===== config.mk =====
export PLATFORM = sky130hd
export DESIGN_NAME = pld_top
export DESIGN_NICKNAME = d
export VERILOG_FILES = /design/src/hw/pld_pkg.sv /design/src/hw/pld_sticky.sv /design/src/hw/pld_sync3.sv /design/src/hw/pld_top.sv
export SDC_FILE = /design/constraint.sdc
export NUM_CORES = 1
export LEC_CHECK = 0
export BUFFER_PORTS_ARGS = -buffer_cell sky130_fd_sc_hd__buf_2
export CAP_MARGIN = 20
export CORE_UTILIZATION = 47
export DETAILED_ROUTE_END_ITERATION = 8
export PLACE_DENSITY_LB_ADDON = 0.3
export SLEW_MARGIN = 20
export SYNTH_ARGS = -nofsm -noshare
export SYNTH_HDL_FRONTEND = slang
export SYNTH_SLANG_ARGS = --single-unit

===== constraint.sdc =====
create_clock -name clk_in -period 2.5 [get_ports clk_in]
set_clock_uncertainty 0.2 [all_clocks]
set_input_delay 0.125 -clock clk_in [delete_from_list [all_inputs] [get_ports clk_in]]
set_output_delay 0.125 -clock clk_in [all_outputs]
set_load 0.005 [all_outputs]

===== src/hw/pld_pkg.sv =====
// Package of register indices, field positions and reset values for the link drop and MAC port config block.
// Assumes a 32-bit APB master with word-aligned byte addresses equal to four times each register index.
package pld_pkg;

    localparam int unsigned ADDR_W = 10;
    localparam int unsigned ENERGY_W = 8;
    localparam int unsigned NCAUSE = 5;

    // Register indices as numbered in the device map; byte address is four times the index.
    localparam logic [7:0] IDX_LINK_DROP_CONFIG = 8'h2D;
    localparam logic [7:0] IDX_LINK_DROP_THRESHOLD_CONFIG = 8'h2E;
    localparam logic [7:0] IDX_MISC_CONFIG_FOUR = 8'h31;
    localparam logic [7:0] IDX_MAC_PORT_CONTROL = 8'h32;
    localparam logic [7:0] IDX_IRQ_STATUS = 8'h3C;
    localparam logic [7:0] IDX_IRQ_MASK = 8'h3D;

    localparam logic [ADDR_W-1:0] ADDR_LINK_DROP_CONFIG = {IDX_LINK_DROP_CONFIG, 2'h0};
    localparam logic [ADDR_W-1:0] ADDR_LINK_DROP_THRESHOLD_CONFIG = {IDX_LINK_DROP_THRESHOLD_CONFIG, 2'h0};
    localparam logic [ADDR_W-1:0] ADDR_MISC_CONFIG_FOUR = {IDX_MISC_CONFIG_FOUR, 2'h0};
    localparam logic [ADDR_W-1:0] ADDR_MAC_PORT_CONTROL = {IDX_MAC_PORT_CONTROL, 2'h0};
    localparam logic [ADDR_W-1:0] ADDR_IRQ_STATUS = {IDX_IRQ_STATUS, 2'h0};
    localparam logic [ADDR_W-1:0] ADDR_IRQ_MASK = {IDX_IRQ_MASK, 2'h0};

    // Link drop configuration fields.
    localparam int unsigned FORCE_DROP_BIT = 15;
    localparam int unsigned FAST_DROP_ENABLE_BIT = 14;
    localparam int unsigned CAUSE_LSB = 8;
    localparam int unsigned SOURCE_MASK_LSB = 0;

    // Drop criterion positions inside the source mask and the cause field.
    localparam int unsigned CAUSE_DESCRAMBLER = 4;
    localparam int unsigned CAUSE_RX_ERROR = 3;
    localparam int unsigned CAUSE_MLT3_ERROR = 2;
    localparam int unsigned CAUSE_SNR = 1;
    localparam int unsigned CAUSE_ENERGY = 0;

    // Threshold configuration fields.
    localparam int unsigned THR_HI_LSB = 8;
    localparam int unsigned THR_MID_LSB = 4;
    localparam int unsigned THR_LSB = 0;

    // Misc configuration four fields.
    localparam int unsigned TEST_MODE_BIT = 7;
    localparam int unsigned MISC_CONFIG_FOUR_SPARE_BIT = 8;
    localparam int unsigned MISC_CONFIG_FOUR_FIXED_LSB = 1;
    localparam int unsigned PORT_MIRROR_BIT = 0;

    // MAC port control fields.
    localparam int unsigned MAC_EN_BIT = 7;
    localparam int unsigned RX_LEVEL_LSB = 5;
    localparam int unsigned TX_LEVEL_LSB = 3;
    localparam int unsigned TX_CLK_SHIFT_BIT = 1;
    localparam int unsigned RX_CLK_SHIFT_BIT = 0;

    // Values after reset.
    localparam logic [2:0] THR_RST = 3'h1;
    localparam logic [2:0] THR_RST_STRAPPED = 3'h2;
    localparam logic [2:0] THR_SPARE_RST = 3'h2;
    localparam logic [5:0] MISC_CONFIG_FOUR_FIXED_VAL = 6'h08;
    localparam logic [1:0] RX_LEVEL_RST = 2'h2;
    localparam logic [1:0] TX_LEVEL_RST = 2'h2;
    localparam logic MAC_EN_RST_FIXED = 1'b1;
    localparam logic [NCAUSE-1:0] MASK_RST = 5'h00;

endpackage


===== src/hw/pld_sticky.sv =====
// Bank of sticky flags: a set holds the bit until a clear, and a set in the same cycle wins.
// Assumes set and clear come from logic on the same clock.
module pld_sticky
    import pld_pkg::*;
#(
    parameter int unsigned W = 1
)
(
    input wire logic clk_in,
    input wire logic sys_rst_in,
    input wire logic [W-1:0] set_in,
    input wire logic [W-1:0] clr_in,
    output logic [W-1:0] flag_out
);

    logic [W-1:0] flag_reg;

    always_ff @(posedge clk_in)
    begin
        if (sys_rst_in)
        begin
            flag_reg <= '0;
        end
        else
        begin
            flag_reg <= set_in | (flag_reg & ~clr_in);
        end
    end

    assign flag_out = flag_reg;

endmodule


===== src/hw/pld_sync3.sv =====
// Three-stage synchroniser for pin levels with a two-stage agreement filter.
// Assumes the inputs are slow levels such as straps; the output is defined four edges after power-up.
module pld_sync3
    import pld_pkg::*;
#(
    parameter int unsigned W = 1
)
(
    input wire logic clk_in,
    input wire logic [W-1:0] pin_in,
    output logic [W-1:0] level_out
);

    logic [W-1:0] ff1_reg;
    logic [W-1:0] ff2_reg;
    logic [W-1:0] ff3_reg;
    logic [W-1:0] level_reg;
    logic [W-1:0] level_next;

    // The pipeline carries no reset so that straps are already settled while reset is held.
    always_ff @(posedge clk_in)
    begin
        ff1_reg <= pin_in;
        ff2_reg <= ff1_reg;
        ff3_reg <= ff2_reg;
        level_reg <= level_next;
    end

    always_comb
    begin
        level_next = (ff2_reg & ~(ff2_reg ^ ff3_reg)) | (level_reg & (ff2_reg ^ ff3_reg));
    end

    assign level_out = level_reg;

endmodule


===== src/hw/pld_top.sv =====
// What this block does
// RQ1: Force-drop bit 15 drops the partner link while no signal is received.
// RQ2: Software sets fast-drop enable bit 14 only after link is established.
// RQ3: Source mask bits 4 to 0 enable each drop criterion independently.
// RQ4: An enabled criterion that drops the link latches its cause in bits 12:8.
// RQ5: Latched causes clear on register read unless the condition is still active.
// RQ6: Energy-lost fires when the accumulator falls below the 3-bit threshold, default 0x1.
// RQ7: Strapped fast drop resets the threshold to 0x2; software then writes 0x1.
// RQ8: Software keeps the energy-loss threshold at its recommended value.
// RQ9: Internal test mode bit 7 loads from its strap at reset and stays writable.
// RQ10: Board straps test mode correctly, or software clears the bit.
// RQ11: Port mirroring follows bit 0 of config four, strap default, writable.
// RQ12: Bit 7 enables the MAC port; default 1 or strap, per package option.
// RQ13: Bits 6:5, reset 10, set the receive FIFO half-full level.
// RQ14: Bits 4:3, reset 10, set the transmit FIFO half-full level.
// RQ15: Bit 1 shifts the transmit clock against data; clear keeps it aligned.
// RQ16: Bit 0 shifts the receive clock against data; clear keeps it aligned.
// RQ17: MAC control bits 15:8 and 2 ignore writes and read zero.
// Holds the APB register bank, drop decision logic and interrupt for the link drop and MAC port settings.
// Assumes drop criteria come from detectors on clk_in; strap pins are asynchronous and sampled here.
//
// Local design decision: the APB slave port.
module pld_top
    import pld_pkg::*;
#(
    parameter logic MAC_EN_FROM_STRAP = 1'b1
)
(
    input wire logic clk_in,
    input wire logic sys_rst_in,
    input wire logic psel_in,
    input wire logic penable_in,
    input wire logic pwrite_in,
    input wire logic [ADDR_W-1:0] paddr_in,
    input wire logic [31:0] pwdata_in,
    input wire logic [3:0] pstrb_in,
    output logic [31:0] prdata_out,
    output logic pready_out,
    output logic pslverr_out,
    input wire logic strap_fast_drop_in,
    input wire logic strap_test_mode_in,
    input wire logic strap_mirror_in,
    input wire logic strap_mac_en_in,
    input wire logic signal_detect_in,
    input wire logic descrambler_sync_loss_in,
    input wire logic rx_error_in,
    input wire logic mlt3_error_in,
    input wire logic snr_low_in,
    input wire logic [ENERGY_W-1:0] energy_acc_in,
    output logic link_drop_out,
    output logic energy_lost_out,
    output logic fast_drop_enable_out,
    output logic internal_test_mode_one_out,
    output logic port_mirror_out,
    output logic mac_port_enable_out,
    output logic [1:0] rx_fifo_half_full_level_out,
    output logic [1:0] tx_fifo_half_full_level_out,
    output logic tx_clk_shift_out,
    output logic rx_clk_shift_out,
    output logic irq_out
);

    logic [3:0] strap_level;
    logic strap_fast_drop;
    logic strap_test_mode;
    logic strap_mirror;
    logic strap_mac_en;

    logic force_drop_reg;
    logic fast_drop_enable_reg;
    logic [NCAUSE-1:0] fast_drop_source_mask_reg;
    logic [NCAUSE-1:0] fast_drop_cause_latched;
    logic [2:0] energy_loss_threshold_reg;
    logic [2:0] thr_spare_hi_reg;
    logic [2:0] thr_spare_mid_reg;
    logic internal_test_mode_one_reg;
    logic misc_config_four_spare_reg;
    logic port_mirror_reg;
    logic mac_port_enable_reg;
    logic [1:0] rx_fifo_half_full_level_reg;
    logic [1:0] tx_fifo_half_full_level_reg;
    logic tx_clk_shift_reg;
    logic rx_clk_shift_reg;
    logic [NCAUSE-1:0] irq_mask_reg;
    logic [NCAUSE-1:0] irq_status;
    logic irq_reg;

    logic link_drop_reg;
    logic link_drop_next;
    logic energy_lost_reg;
    logic energy_low;
    logic [NCAUSE-1:0] cause_active;
    logic [NCAUSE-1:0] cause_fire;
    logic [NCAUSE-1:0] cause_fire_prev_reg;
    logic [NCAUSE-1:0] cause_clr;
    logic [NCAUSE-1:0] irq_clr;

    logic [31:0] prdata_reg;
    logic [31:0] rdata_next;
    logic addr_hit;
    logic wr_en;
    logic rd_done;
    logic [15:0] wmask;
    logic [15:0] wdata;

    pld_sync3 #(
        .W(4)
    ) u_strap_sync (
        .clk_in(clk_in),
        .pin_in({strap_fast_drop_in, strap_test_mode_in, strap_mirror_in, strap_mac_en_in}),
        .level_out(strap_level)
    );

    assign strap_fast_drop = strap_level[3];
    assign strap_test_mode = strap_level[2];
    assign strap_mirror = strap_level[1];
    assign strap_mac_en = strap_level[0];

    // Bus decode. Only word-aligned addresses of the six registers answer without error.
    always_comb
    begin
        if (paddr_in == ADDR_LINK_DROP_CONFIG)
        begin
            addr_hit = 1'b1;
        end
        else if (paddr_in == ADDR_LINK_DROP_THRESHOLD_CONFIG)
        begin
            addr_hit = 1'b1;
        end
        else if (paddr_in == ADDR_MISC_CONFIG_FOUR)
        begin
            addr_hit = 1'b1;
        end
        else if (paddr_in == ADDR_MAC_PORT_CONTROL)
        begin
            addr_hit = 1'b1;
        end
        else if (paddr_in == ADDR_IRQ_STATUS)
        begin
            addr_hit = 1'b1;
        end
        else if (paddr_in == ADDR_IRQ_MASK)
        begin
            addr_hit = 1'b1;
        end
        else
        begin
            addr_hit = 1'b0;
        end
    end

    // The slave never inserts wait states, since read data is captured in the setup cycle.
    assign pready_out = 1'b1;
    assign pslverr_out = psel_in & penable_in & ~addr_hit;
    assign wr_en = psel_in & penable_in & pwrite_in & addr_hit;
    assign rd_done = psel_in & penable_in & ~pwrite_in & addr_hit;
    assign wmask = {{8{pstrb_in[1]}}, {8{pstrb_in[0]}}};
    assign wdata = pwdata_in[15:0];

    // Drop criteria and decision.
    assign energy_low = energy_acc_in < {{(ENERGY_W - 3){1'b0}}, energy_loss_threshold_reg}; // RQ6
    assign cause_active = {descrambler_sync_loss_in, rx_error_in, mlt3_error_in, snr_low_in, energy_low};
    assign cause_fire = cause_active & fast_drop_source_mask_reg & {NCAUSE{fast_drop_enable_reg}}; // RQ3

    always_comb
    begin
        link_drop_next = |cause_fire;
        if (force_drop_reg && !signal_detect_in)
        begin
            link_drop_next = 1'b1; // RQ1
        end
    end

    always_ff @(posedge clk_in)
    begin
        if (sys_rst_in)
        begin
            link_drop_reg <= 1'b0;
            energy_lost_reg <= 1'b0;
            cause_fire_prev_reg <= '0;
        end
        else
        begin
            link_drop_reg <= link_drop_next;
            energy_lost_reg <= energy_low;
            cause_fire_prev_reg <= cause_fire;
        end
    end

    // A read clears the latched causes, but a cause still firing sets its bit again in the same edge.
    assign cause_clr = {NCAUSE{rd_done && (paddr_in == ADDR_LINK_DROP_CONFIG)}}; // RQ5

    pld_sticky #(
        .W(NCAUSE)
    ) u_cause_latch (
        .clk_in(clk_in),
        .sys_rst_in(sys_rst_in),
        .set_in(cause_fire), // RQ4
        .clr_in(cause_clr),
        .flag_out(fast_drop_cause_latched)
    );

    // Each new firing of a criterion is an interrupt event; writing a one clears its status bit.
    assign irq_clr = wdata[NCAUSE-1:0] & {NCAUSE{wr_en && (paddr_in == ADDR_IRQ_STATUS) && pstrb_in[0]}};

    pld_sticky #(
        .W(NCAUSE)
    ) u_irq_status (
        .clk_in(clk_in),
        .sys_rst_in(sys_rst_in),
        .set_in(cause_fire & ~cause_fire_prev_reg),
        .clr_in(irq_clr),
        .flag_out(irq_status)
    );

    always_ff @(posedge clk_in)
    begin
        if (sys_rst_in)
        begin
            irq_reg <= 1'b0;
        end
        else
        begin
            irq_reg <= |(irq_status & irq_mask_reg);
        end
    end

    // Link drop configuration. Bit 14 is only stored; bring-up sequencing is left to software.
    always_ff @(posedge clk_in)
    begin
        if (sys_rst_in)
        begin
            force_drop_reg <= 1'b0;
            fast_drop_enable_reg <= 1'b0; // RQ2
            fast_drop_source_mask_reg <= MASK_RST;
        end
        else if (wr_en && (paddr_in == ADDR_LINK_DROP_CONFIG))
        begin
            if (wmask[FORCE_DROP_BIT])
            begin
                force_drop_reg <= wdata[FORCE_DROP_BIT];
            end
            if (wmask[FAST_DROP_ENABLE_BIT])
            begin
                fast_drop_enable_reg <= wdata[FAST_DROP_ENABLE_BIT];
            end
            if (wmask[SOURCE_MASK_LSB])
            begin
                fast_drop_source_mask_reg <= wdata[SOURCE_MASK_LSB +: NCAUSE]; // RQ3
            end
        end
    end

    // Threshold configuration. The strapped default differs and software must rewrite it.
    always_ff @(posedge clk_in)
    begin
        if (sys_rst_in)
        begin
            energy_loss_threshold_reg <= strap_fast_drop ? THR_RST_STRAPPED : THR_RST; // RQ7
            thr_spare_hi_reg <= THR_SPARE_RST;
            thr_spare_mid_reg <= THR_SPARE_RST;
        end
        else if (wr_en && (paddr_in == ADDR_LINK_DROP_THRESHOLD_CONFIG))
        begin
            if (wmask[THR_LSB])
            begin
                energy_loss_threshold_reg <= wdata[THR_LSB +: 3]; // RQ6
                thr_spare_mid_reg <= wdata[THR_MID_LSB +: 3];
            end
            if (wmask[THR_HI_LSB])
            begin
                thr_spare_hi_reg <= wdata[THR_HI_LSB +: 3];
            end
        end
    end

    // Misc configuration four. Strap values are taken while reset is held.
    always_ff @(posedge clk_in)
    begin
        if (sys_rst_in)
        begin
            internal_test_mode_one_reg <= strap_test_mode; // RQ9
            misc_config_four_spare_reg <= 1'b0;
            port_mirror_reg <= strap_mirror; // RQ11
        end
        else if (wr_en && (paddr_in == ADDR_MISC_CONFIG_FOUR))
        begin
            if (wmask[TEST_MODE_BIT])
            begin
                internal_test_mode_one_reg <= wdata[TEST_MODE_BIT]; // RQ9
                port_mirror_reg <= wdata[PORT_MIRROR_BIT]; // RQ11
            end
            if (wmask[MISC_CONFIG_FOUR_SPARE_BIT])
            begin
                misc_config_four_spare_reg <= wdata[MISC_CONFIG_FOUR_SPARE_BIT];
            end
        end
    end

    // MAC port control. Reserved bits have no storage at all.
    always_ff @(posedge clk_in)
    begin
        if (sys_rst_in)
        begin
            mac_port_enable_reg <= MAC_EN_FROM_STRAP ? strap_mac_en : MAC_EN_RST_FIXED; // RQ12
            rx_fifo_half_full_level_reg <= RX_LEVEL_RST; // RQ13
            tx_fifo_half_full_level_reg <= TX_LEVEL_RST; // RQ14
            tx_clk_shift_reg <= 1'b0; // RQ15
            rx_clk_shift_reg <= 1'b0; // RQ16
        end
        else if (wr_en && (paddr_in == ADDR_MAC_PORT_CONTROL) && wmask[0])
        begin
            mac_port_enable_reg <= wdata[MAC_EN_BIT];
            rx_fifo_half_full_level_reg <= wdata[RX_LEVEL_LSB +: 2];
            tx_fifo_half_full_level_reg <= wdata[TX_LEVEL_LSB +: 2];
            tx_clk_shift_reg <= wdata[TX_CLK_SHIFT_BIT];
            rx_clk_shift_reg <= wdata[RX_CLK_SHIFT_BIT];
        end
    end

    always_ff @(posedge clk_in)
    begin
        if (sys_rst_in)
        begin
            irq_mask_reg <= MASK_RST;
        end
        else if (wr_en && (paddr_in == ADDR_IRQ_MASK) && pstrb_in[0])
        begin
            irq_mask_reg <= wdata[NCAUSE-1:0];
        end
    end

    // Read mux; unused and reserved bits read zero.
    always_comb
    begin
        rdata_next = 32'h00000000;
        if (paddr_in == ADDR_LINK_DROP_CONFIG)
        begin
            rdata_next[FORCE_DROP_BIT] = force_drop_reg;
            rdata_next[FAST_DROP_ENABLE_BIT] = fast_drop_enable_reg;
            rdata_next[CAUSE_LSB +: NCAUSE] = fast_drop_cause_latched;
            rdata_next[SOURCE_MASK_LSB +: NCAUSE] = fast_drop_source_mask_reg;
        end
        else if (paddr_in == ADDR_LINK_DROP_THRESHOLD_CONFIG)
        begin
            rdata_next[THR_HI_LSB +: 3] = thr_spare_hi_reg;
            rdata_next[THR_MID_LSB +: 3] = thr_spare_mid_reg;
            rdata_next[THR_LSB +: 3] = energy_loss_threshold_reg;
        end
        else if (paddr_in == ADDR_MISC_CONFIG_FOUR)
        begin
            rdata_next[MISC_CONFIG_FOUR_SPARE_BIT] = misc_config_four_spare_reg;
            rdata_next[TEST_MODE_BIT] = internal_test_mode_one_reg;
            rdata_next[MISC_CONFIG_FOUR_FIXED_LSB +: 6] = MISC_CONFIG_FOUR_FIXED_VAL;
            rdata_next[PORT_MIRROR_BIT] = port_mirror_reg;
        end
        else if (paddr_in == ADDR_MAC_PORT_CONTROL)
        begin
            rdata_next[MAC_EN_BIT] = mac_port_enable_reg; // RQ17
            rdata_next[RX_LEVEL_LSB +: 2] = rx_fifo_half_full_level_reg;
            rdata_next[TX_LEVEL_LSB +: 2] = tx_fifo_half_full_level_reg;
            rdata_next[TX_CLK_SHIFT_BIT] = tx_clk_shift_reg;
            rdata_next[RX_CLK_SHIFT_BIT] = rx_clk_shift_reg;
        end
        else if (paddr_in == ADDR_IRQ_STATUS)
        begin
            rdata_next[NCAUSE-1:0] = irq_status;
        end
        else if (paddr_in == ADDR_IRQ_MASK)
        begin
            rdata_next[NCAUSE-1:0] = irq_mask_reg;
        end
    end

    // Capturing in the setup cycle keeps prdata a flip-flop without costing a wait state.
    always_ff @(posedge clk_in)
    begin
        if (sys_rst_in)
        begin
            prdata_reg <= 32'h00000000;
        end
        else if (psel_in && !penable_in && !pwrite_in)
        begin
            prdata_reg <= rdata_next;
        end
    end

    assign prdata_out = prdata_reg;
    assign link_drop_out = link_drop_reg;
    assign energy_lost_out = energy_lost_reg;
    assign fast_drop_enable_out = fast_drop_enable_reg;
    assign internal_test_mode_one_out = internal_test_mode_one_reg;
    assign port_mirror_out = port_mirror_reg;
    assign mac_port_enable_out = mac_port_enable_reg;
    assign rx_fifo_half_full_level_out = rx_fifo_half_full_level_reg;
    assign tx_fifo_half_full_level_out = tx_fifo_half_full_level_reg;
    assign tx_clk_shift_out = tx_clk_shift_reg;
    assign rx_clk_shift_out = rx_clk_shift_reg;
    assign irq_out = irq_reg;

endmodule


==> impl_table.tex, run 1 <==
\begin{tabular}{lr}
\hline
Metric & Value \\
\hline
\multicolumn{2}{l}{\textbf{Synth}} \\
Share of synthesized cell area in full adder, half adder and majority cells & 0.007207 \\
Commonest register cell after synthesis & sky130\_fd\_sc\_hd\_\_dfxtp\_1 \\
Count of state elements after synthesis & 80 \\
Count of different cell masters after synthesis & 58 \\
Post-Syn Instances & 367 \\
Most area-consuming cells after synthesis & sky130\_fd\_sc\_hd\_\_dfxtp\_1 40\%, sky130\_fd\_sc\_hd\_\_edfxtp\_1 8.6\%, sky130\_fd\_sc\_hd\_\_mux2i\_1 5.2\% \\
Warnings from Yosys & 0 \\
Compound-cell area share of the yosys netlist & 0.1427 \\
Sequential-to-total area share from yosys stat & 0.4901 \\
Count leader, synth & sky130\_fd\_sc\_hd\_\_dfxtp\_1 \\
Async set-or-reset flop fraction in the synthesized netlist & 0 \\
Avg Cell Area, Syn & 9.461 um\^{}2 \\
Combinational family with the most area after synthesis & simple AND/OR/NAND/NOR gates \\
Basic-gate share of the synthesized area counting and, or, nand and nor cells & 0.2159 \\
Multiplexer share of the synthesized area & 0.05838 \\
Cell types with the highest counts after synthesis & 70 x sky130\_fd\_sc\_hd\_\_dfxtp\_1, 36 x sky130\_fd\_sc\_hd\_\_nand2\_1, 32 x sky130\_fd\_sc\_hd\_\_nor2\_1 \\
Library cell with the largest summed area after synthesis & sky130\_fd\_sc\_hd\_\_dfxtp\_1 \\
Share of the synthesized area in the top cell type & 0.4036 \\
Number of flops mapped to enable cells by yosys & 10 \\
Summed instance area of the synthesized netlist & 0.003472 mm\^{}2 \\
Parity-gate share of the synthesized area counting xor and xnor cells & 0.01009 \\
\multicolumn{2}{l}{\textbf{Setup path}} \\
CP cell instances & dlygate4sd3\_1 -> buf\_2 -> nor3\_1 -> dlygate4sd3\_1 -> nand2\_1 -> a21oi\_1 -> dlygate4sd3\_1 \\
Crit path max fanout & 2 \\
Most frequent cell on the critical path & sky130\_fd\_sc\_hd\_\_dlygate4sd3\_1 \\
Element type at the critical path start & input pin \\
Kind of cell adding the most delay to the critical path & buffers and inverters \\
Critical path buffer and inverter count & 4 \\
Delay contributed by the slowest stage of the critical path & between 0.5 and 0.6 ns \\
Data required time at the worst endpoint & about 2.6 ns \\
Endpoint kind of the worst setup timing path & register \\
Worst Setup Path Type & in2reg \\
Register-to-Register Path Depth & 6 \\
FF-to-FF setup slack & 0.59 ns \\
Origin of the worst setup path & energy\_acc\_in[5] \\
RR Startpoint & energy\_loss\_threshold\_reg[2] \\
Slowest CP cell & sky130\_fd\_sc\_hd\_\_dlygate4sd3\_1 \\
Terminus of the critical flop-to-flop path & energy\_lost\_out \\
Arrival @ worst endpoint & roughly 2.3 ns \\
\multicolumn{2}{l}{\textbf{GRT}} \\
Initial antenna violation count & 0 \\
First-pass GRT wire length & 13980 um \\
Via count of the first global-routing pass & 2944 \\
Maximum number of pins on one net before global-route repair & 30 \\
Total global routing overflow & 0 \\
All-layer global routing usage & 0.2398 \\
\multicolumn{2}{l}{\textbf{Power}} \\
Pwr Density & between 500 and 600 mW/mm\^{}2 \\
Post-layout total power & 2421 uW \\
Leakage & 0.001910 uW \\
VDD IR max & 443.3 uV \\
\multicolumn{2}{l}{\textbf{STA}} \\
Accumulated negative setup slack & 0 ns \\
Worst-Margin Slew & 0.5842 ns \\
Setup repair after global routing missed its margin & no \\
Crit path time final & 2.205 ns \\
Setup Viol. Count Final & 0 \\
Max Slew Vio Count & 0 \\
Achievable clock frequency & 453.5 MHz \\
Final hold violation count & 0 \\
Max-Slew Margin vs Limit & 0.6084 \\
Period Utilization, post-route & 0.8821 \\
\multicolumn{2}{l}{\textbf{Place}} \\
Detailed placer's ending HPWL & around 6300 um \\
Number of I/O port buffers & 75 \\
Weighted congestion at the end of routability-driven global placement & 0.8599 \\
\multicolumn{2}{l}{\textbf{Detailed routing}} \\
DRT Wirelength & 8755 um \\
Average routed wire per standard cell & 15.23 um \\
Vias/cell & 5.367 \\
Via total after detailed routing & 3086 \\
Drt first-iter violations & 220 \\
DRC & 0 \\
Antenna viol nets, final & 0 \\
Number of detailed-route iterations in the first pass & 5 \\
\multicolumn{2}{l}{\textbf{Die}} \\
Placement row count & 30 \\
Die ar. & 0.007735 mm\^{}2 \\
Placeable Area & 0.006982 mm\^{}2 \\
Vertical die dimension & 87.95 um \\
Effective utilization at floorplan & 0.4973 \\
X dimension of the die & 87.95 um \\
I/O pin total & 115 \\
\multicolumn{2}{l}{\textbf{Final layout}} \\
Largest register FFs & 15 \\
Antenna diode count & 0 \\
Layout Area Growth over Synthesis & 25.69\% \\
Number of nets at the end of the flow & 545 \\
Share of layout cells above drive strength 1 & 0.2401 \\
\multicolumn{2}{l}{\textbf{Min path}} \\
Hold Path End & prdata\_out[5] \\
Worst hold path type & in2reg \\
HP Start & paddr\_in[0] \\
Worst hold path stage count & 4 \\
\multicolumn{2}{l}{\textbf{Clocking}} \\
Resized Gates After CTS & 0 \\
CTS tree & done \\
Inserted Clock Buffers & 9 \\
Maximum clock insertion buffer count & 2 \\
Number of buffers inserted for hold repair after clock tree synthesis & 25 \\
Post-CTS setup-driven buffer insertion count & 0 \\
Count of H-tree levels built during CTS & 3 \\
Clock net sink count & 80 \\
Post-CTS clock slew at the launch and capture registers of the worst setup and hold paths & 0.08 ns \\
Cell at the root of the clock tree & sky130\_fd\_sc\_hd\_\_clkbuf\_8 \\
Clock network latency to the later pin of the worst-skew pair & between 0.3 and 0.4 ns \\
\multicolumn{2}{l}{\textbf{Job}} \\
Max-cap viol count & 0 \\
\multicolumn{2}{l}{\textbf{Outcome}} \\
Status & complete, no violations \\
\hline
\end{tabular}
per-layer routing:
metal	vias up	wire length, um	global-route usage
met1	1458	3816	0.2987
met5	-	0	0
met4	0	144	0.09389
met2	127	4225	0.4087
li1	1484	-	-
met3	17	568	0.04713
worst reg2reg max path: stages (launching register included):
cell                            delay [ns]
sky130_fd_sc_hd__edfxtp_1             0.38
sky130_fd_sc_hd__inv_1                0.06
sky130_fd_sc_hd__ha_1                 0.17
sky130_fd_sc_hd__nor4_1               0.18
sky130_fd_sc_hd__nand2_1              0.09
sky130_fd_sc_hd__a21oi_1              0.19
sky130_fd_sc_hd__dlygate4sd3_1        0.59
layout make-up:
type | instances | area [um^2]
fillers | 621 | 2618
flip-flops and latches | 80 | 1702
multi-input cells | 257 | 1575
repair buffers | 115 | 738.2
clock buffers | 13 | 170.2
well taps | 96 | 120.1
inverters | 12 | 45.04
clock inverters | 2 | 13.76
worst max-delay path by stage:
stage                      endpoint  slack, ns  cells after the start
finish              energy_lost_out       0.29                      7
global route        energy_lost_out       0.21                      7
CTS                 energy_lost_out       0.34                      7
detailed placement    prdata_out[0]       0.45                      6
global placement      prdata_out[0]       0.48                      6
floorplan             prdata_out[0]       0.72                      6
cell usage in the layout (no fill, tap or decap), drive strengths merged, types with 3 or more instances in the layout:
| master | netlist | layout |
|---|---|---|
| nand2 | 37 | 37 |
| nor3 | 6 | 6 |
| mux2i | 18 | 18 |
| inv | 12 | 12 |
| nand2b | 5 | 5 |
| clkbuf | 9 | 13 |
| a22o | 7 | 7 |
| edfxtp | 10 | 10 |
| nor2b | 5 | 5 |
| a31oi | 3 | 3 |
| o21ai | 16 | 16 |
| conb | 2 | 18 |
| nor4 | 3 | 3 |
| dfxtp | 70 | 70 |
| nor2 | 32 | 32 |
| buf | 25 | 90 |
| nand4 | 3 | 3 |
| a21oi | 26 | 26 |
| dlygate4sd3 | 0 | 25 |
| xnor2 | 4 | 4 |
| a211o | 4 | 4 |
| a21o | 3 | 3 |
| nand3 | 25 | 25 |
| nand3b | 5 | 5 |
cell families (layout without fill, tap and decap cells):
kind of cell,count (synthesis),in the layout
muxes,20,20
xor gates and xnor gates,4,4
AOI/OAI and AO/OA,76,76
DFF,80,80
and+or+nand+nor,137,137
other,2,18
buffers and inverters,46,142
adders and majority gates,2,2
stage by stage:
| stage | instance area [um^2] | hold WS (ns) | utilization | cells | setup WS [ns] |
|---|---|---|---|---|---|
| after global placement | 3930 | 0.02711 | 0.5629 | 535 | 0.4760 |
| after global routing | 4364 | 0.04913 | 0.6251 | 575 | 0.2065 |
| after CTS | 4364 | 0.01375 | 0.6251 | 575 | 0.3398 |
| final | 4364 | 0.02441 | 0.6251 | 575 | 0.2948 |
| after floorplan | 3532 | -0.04728 | - | 383 | 0.7172 |
| after detailed placement | 3930 | 0.02858 | 0.5629 | 535 | 0.4496 |
power breakdown:
| part | switching [uW] | total, uW | internal (uW) | leakage (uW) |
|---|---|---|---|---|
| Sequential | 11.9 | 1340 | 1330 | 0.000666 |
| Clock | 439 | 883 | 444 | 0.0000946 |
| Combinational | 106 | 200 | 94.2 | 0.00115 |
| Total | 557 | 2420 | 1860 | 0.00191 |
(Power assumes the default switching activity.)
==> inputs of run 2 (changes only) <==
Settings changed: CORE_UTILIZATION 47 to 50.
==> run 2 against run 1 <==
  * Die area is 5.9% lower
  * Wire length is 1.6% higher
  * Flip-flop and latch count stayed put
  * Via count is 0.32% higher
  * First-iteration DRC count is 8.6% higher
  * Critical path depth stayed put
  * Setup slack worse by 0.22 ns
  * Sequential share of layout area is 0.38 points lower
  * Clock-buffer cell count is 4 lower
  * Combinational power is 3% higher
  * Hold slack better by 0.084 ns
  * Critical path type unchanged
  * Register-to-register slack worse by 0.50 ns
==> impl_table.tex, run 2 (synthesis results as in run 1) <==
\begin{tabular}{lr}
\hline
Metric & Value \\
\hline
\multicolumn{2}{l}{\textbf{Detailed routing}} \\
Average routed wire per standard cell & 15.91 um (+4.5\%) \\
Via total after detailed routing & 3096 (+0.32\%) \\
Number of detailed-route iterations in the first pass & 5 (unchanged) \\
DRC & 0 (unchanged) \\
DRT Wirelength & 8894 um (+1.6\%) \\
Drt first-iter violations & 239 (+8.6\%) \\
Antenna viol nets, final & 0 (unchanged) \\
Vias/cell & 5.538 (+3.2\%) \\
\multicolumn{2}{l}{\textbf{Power}} \\
Clk pwr share & 0.417 (+0.052) \\
Post-layout total power & 2649 uW (+9.4\%) \\
Pwr Density & 601.1 mW/mm\^{}2 (+8.3\%) \\
VDD IR max & 402.0 uV (-9.3\%) \\
Sequential share of power & 0.505 (-0.048) \\
Leakage & 0.001930 uW (+1.1\%) \\
Internal & 2006 uW (+7.6\%) \\
Net Switching & 642.5 uW (+15\%) \\
Switching Share & 0.2426 (+0.01251) \\
Logic pwr share & 0.078 (-0.005) \\
\multicolumn{2}{l}{\textbf{STA}} \\
Achievable clock frequency & 413.1 MHz (-8.9\%) \\
Accumulated negative setup slack & 0 ns (unchanged) \\
Max Slew Vio Count & 0 (unchanged) \\
Crit path time final & 2.421 ns (+0.2156 ns) \\
Max-Slew Margin vs Limit & 0.5636 (-0.04479) \\
Period Utilization, post-route & 0.9683 (+0.08625) \\
Worst-Margin Slew & 0.6542 ns (+0.07000 ns) \\
Setup Viol. Count Final & 0 (unchanged) \\
Final hold violation count & 0 (unchanged) \\
\multicolumn{2}{l}{\textbf{Die}} \\
X dimension of the die & 85.33 um (-3.0\%) \\
Placement row count & 30 (unchanged) \\
Die ar. & 0.007281 mm\^{}2 (-5.9\%) \\
Effective utilization at floorplan & 0.5139 (+0.01658) \\
I/O pin total & 115 (unchanged) \\
Vertical die dimension & 85.33 um (-3.0\%) \\
Placeable Area & 0.006756 mm\^{}2 (-3.2\%) \\
\multicolumn{2}{l}{\textbf{Clocking}} \\
Clock network latency to the later pin of the worst-skew pair & 0.36 ns (about the same) \\
Maximum clock insertion buffer count & 2 (unchanged) \\
Post-CTS clock slew at the launch and capture registers of the worst setup and hold paths & 0.09 ns (about the same) \\
Clock net sink count & 80 (unchanged) \\
Count of H-tree levels built during CTS & 3 (unchanged) \\
CTS tree & done \\
Cell at the root of the clock tree & sky130\_fd\_sc\_hd\_\_clkbuf\_8 \\
Inserted Clock Buffers & 9 (unchanged) \\
\multicolumn{2}{l}{\textbf{Setup path}} \\
Data required time at the worst endpoint & 2.60 ns (about the same) \\
Slowest CP cell & sky130\_fd\_sc\_hd\_\_dlygate4sd3\_1 \\
Element type at the critical path start & input pin \\
CP cell instances & dlygate4sd3\_1 -> buf\_6 -> nor4\_2 -> dlygate4sd3\_1 -> nand2\_1 -> a21oi\_2 -> dlygate4sd3\_1 \\
Arrival @ worst endpoint & 2.52 ns (+0.22 ns) \\
Endpoint kind of the worst setup timing path & register \\
Worst Setup Path Type & in2reg \\
Most frequent cell on the critical path & sky130\_fd\_sc\_hd\_\_dlygate4sd3\_1 \\
Crit path max fanout & 18 (+16) \\
Delay contributed by the slowest stage of the critical path & 0.59 ns (about the same) \\
\multicolumn{2}{l}{\textbf{Final layout}} \\
Number of nets at the end of the flow & 544 (-0.18\%) \\
Most frequent standard cell in the layout excluding fill and tap cells & sky130\_fd\_sc\_hd\_\_buf\_2 \\
Final design instance area without fill & 0.004407 mm\^{}2 (+0.97\%) \\
Leading cell types in the layout, fill and taps excluded & 74 x sky130\_fd\_sc\_hd\_\_buf\_2, 70 x sky130\_fd\_sc\_hd\_\_dfxtp\_1, 36 x sky130\_fd\_sc\_hd\_\_nand2\_1 \\
Layout Area Growth over Synthesis & 26.92\% \\
Share of layout cells above drive strength 1 & 0.2463 (+0.006263) \\
Antenna diode count & 0 (unchanged) \\
Number of standard cells in the final layout excluding fillers & 559 (-2.8\%) \\
Largest register FFs & 15 (unchanged) \\
\multicolumn{2}{l}{\textbf{GRT}} \\
Via count of the first global-routing pass & 3001 (+1.9\%) \\
Total global routing overflow & 0 (unchanged) \\
All-layer global routing usage & 0.2553 (+0.01550) \\
Initial antenna violation count & 0 (unchanged) \\
First-pass GRT wire length & 14180 um (+1.4\%) \\
Maximum number of pins on one net before global-route repair & 29 (-3.3\%) \\
\multicolumn{2}{l}{\textbf{Place}} \\
\# placed instances & 516 (-3.6\%) \\
Post-detailed-placement cell area & 0.003887 mm\^{}2 (-1.1\%) \\
Number of I/O port buffers & 75 (unchanged) \\
Detailed placer's ending HPWL & 6196 um (-2.3\%) \\
Weighted congestion at the end of routability-driven global placement & 0.8267 (-3.9\%) \\
\multicolumn{2}{l}{\textbf{Job}} \\
Max-cap viol count & 0 (unchanged) \\
\multicolumn{2}{l}{\textbf{Min path}} \\
Worst hold path type & in2reg \\
\multicolumn{2}{l}{\textbf{Outcome}} \\
Status & complete, no violations \\
\hline
\end{tabular}
run 2: per-layer routing:
metal	GRT usage	up-vias	wire length, um
met5	0	-	0
met4	0.1379	0	311
met3	0.03794	32	605
met2	0.4333	142	4300
met1	0.3138	1438	3676
li1	-	1484	-
run 2: worst max-delay path, delay by kind of cell:
family / cells / cell delay (ns)
simple gates: 2 / 0.38
buf+inv: 4 / 1.88
compound gates: 1 / 0.14
run 2: layout make-up:
class                      count  area (um^2)
multi-input combinational    257         1585
sequential                    80         1702
clock inverter                 7        111.4
inverter                      12        45.04
clock buffer                   9        123.9
fill                         574         2350
tap                           80        100.1
timing repair buffer         114        739.5
run 2: power groups by stage:
stage	sequential (uW)	combinational [uW]	clock (uW)
2_1_floorplan	1360	104	0
3_3_place_gp	1370	163	0
3_5_place_dp	1370	167	0
4_1_cts	1340	197	1110
5_1_grt	1340	226	1170
6_report	1340	207	1100
run 2: what timing repair did:
| item | 4_1_cts | 5_1_grt |
|---|---|---|
| hold buffers | 26 | 0 |
| gates resized for setup | 0 | 5 |
| hold endpoints to repair | 46 | 0 |
| setup buffers | 0 | 1 |
| endpoints found under the setup margin | 0 | 3 |
run 2: final timing paths:
path	start	endpoint	slack [ns]	depth (start not counted)
worst max register to register	energy_loss_threshold_reg[2]	energy_lost_out	0.09	7
worst max-delay path	sys_rst_in	energy_lost_out	0.08	7
worst min register to register	u_strap_sync.ff1_reg[1]	u_strap_sync.ff2_reg[1]	0.13	0
worst min-delay path	energy_acc_in[6]	u_cause_latch.flag_out[0]	0.11	6
run 2: metrics by stage:
step	worst slack [ns]	utilization	hold WS (ns)
after detailed placement	0.3337	0.5754	0.02905
after floorplan	0.7172	-	-0.04728
after global routing	-0.01067	0.6522	0.1280
after global placement	0.3520	0.5754	0.02750
final	0.07922	0.6522	0.1082
after CTS	0.03555	0.6487	0.09042
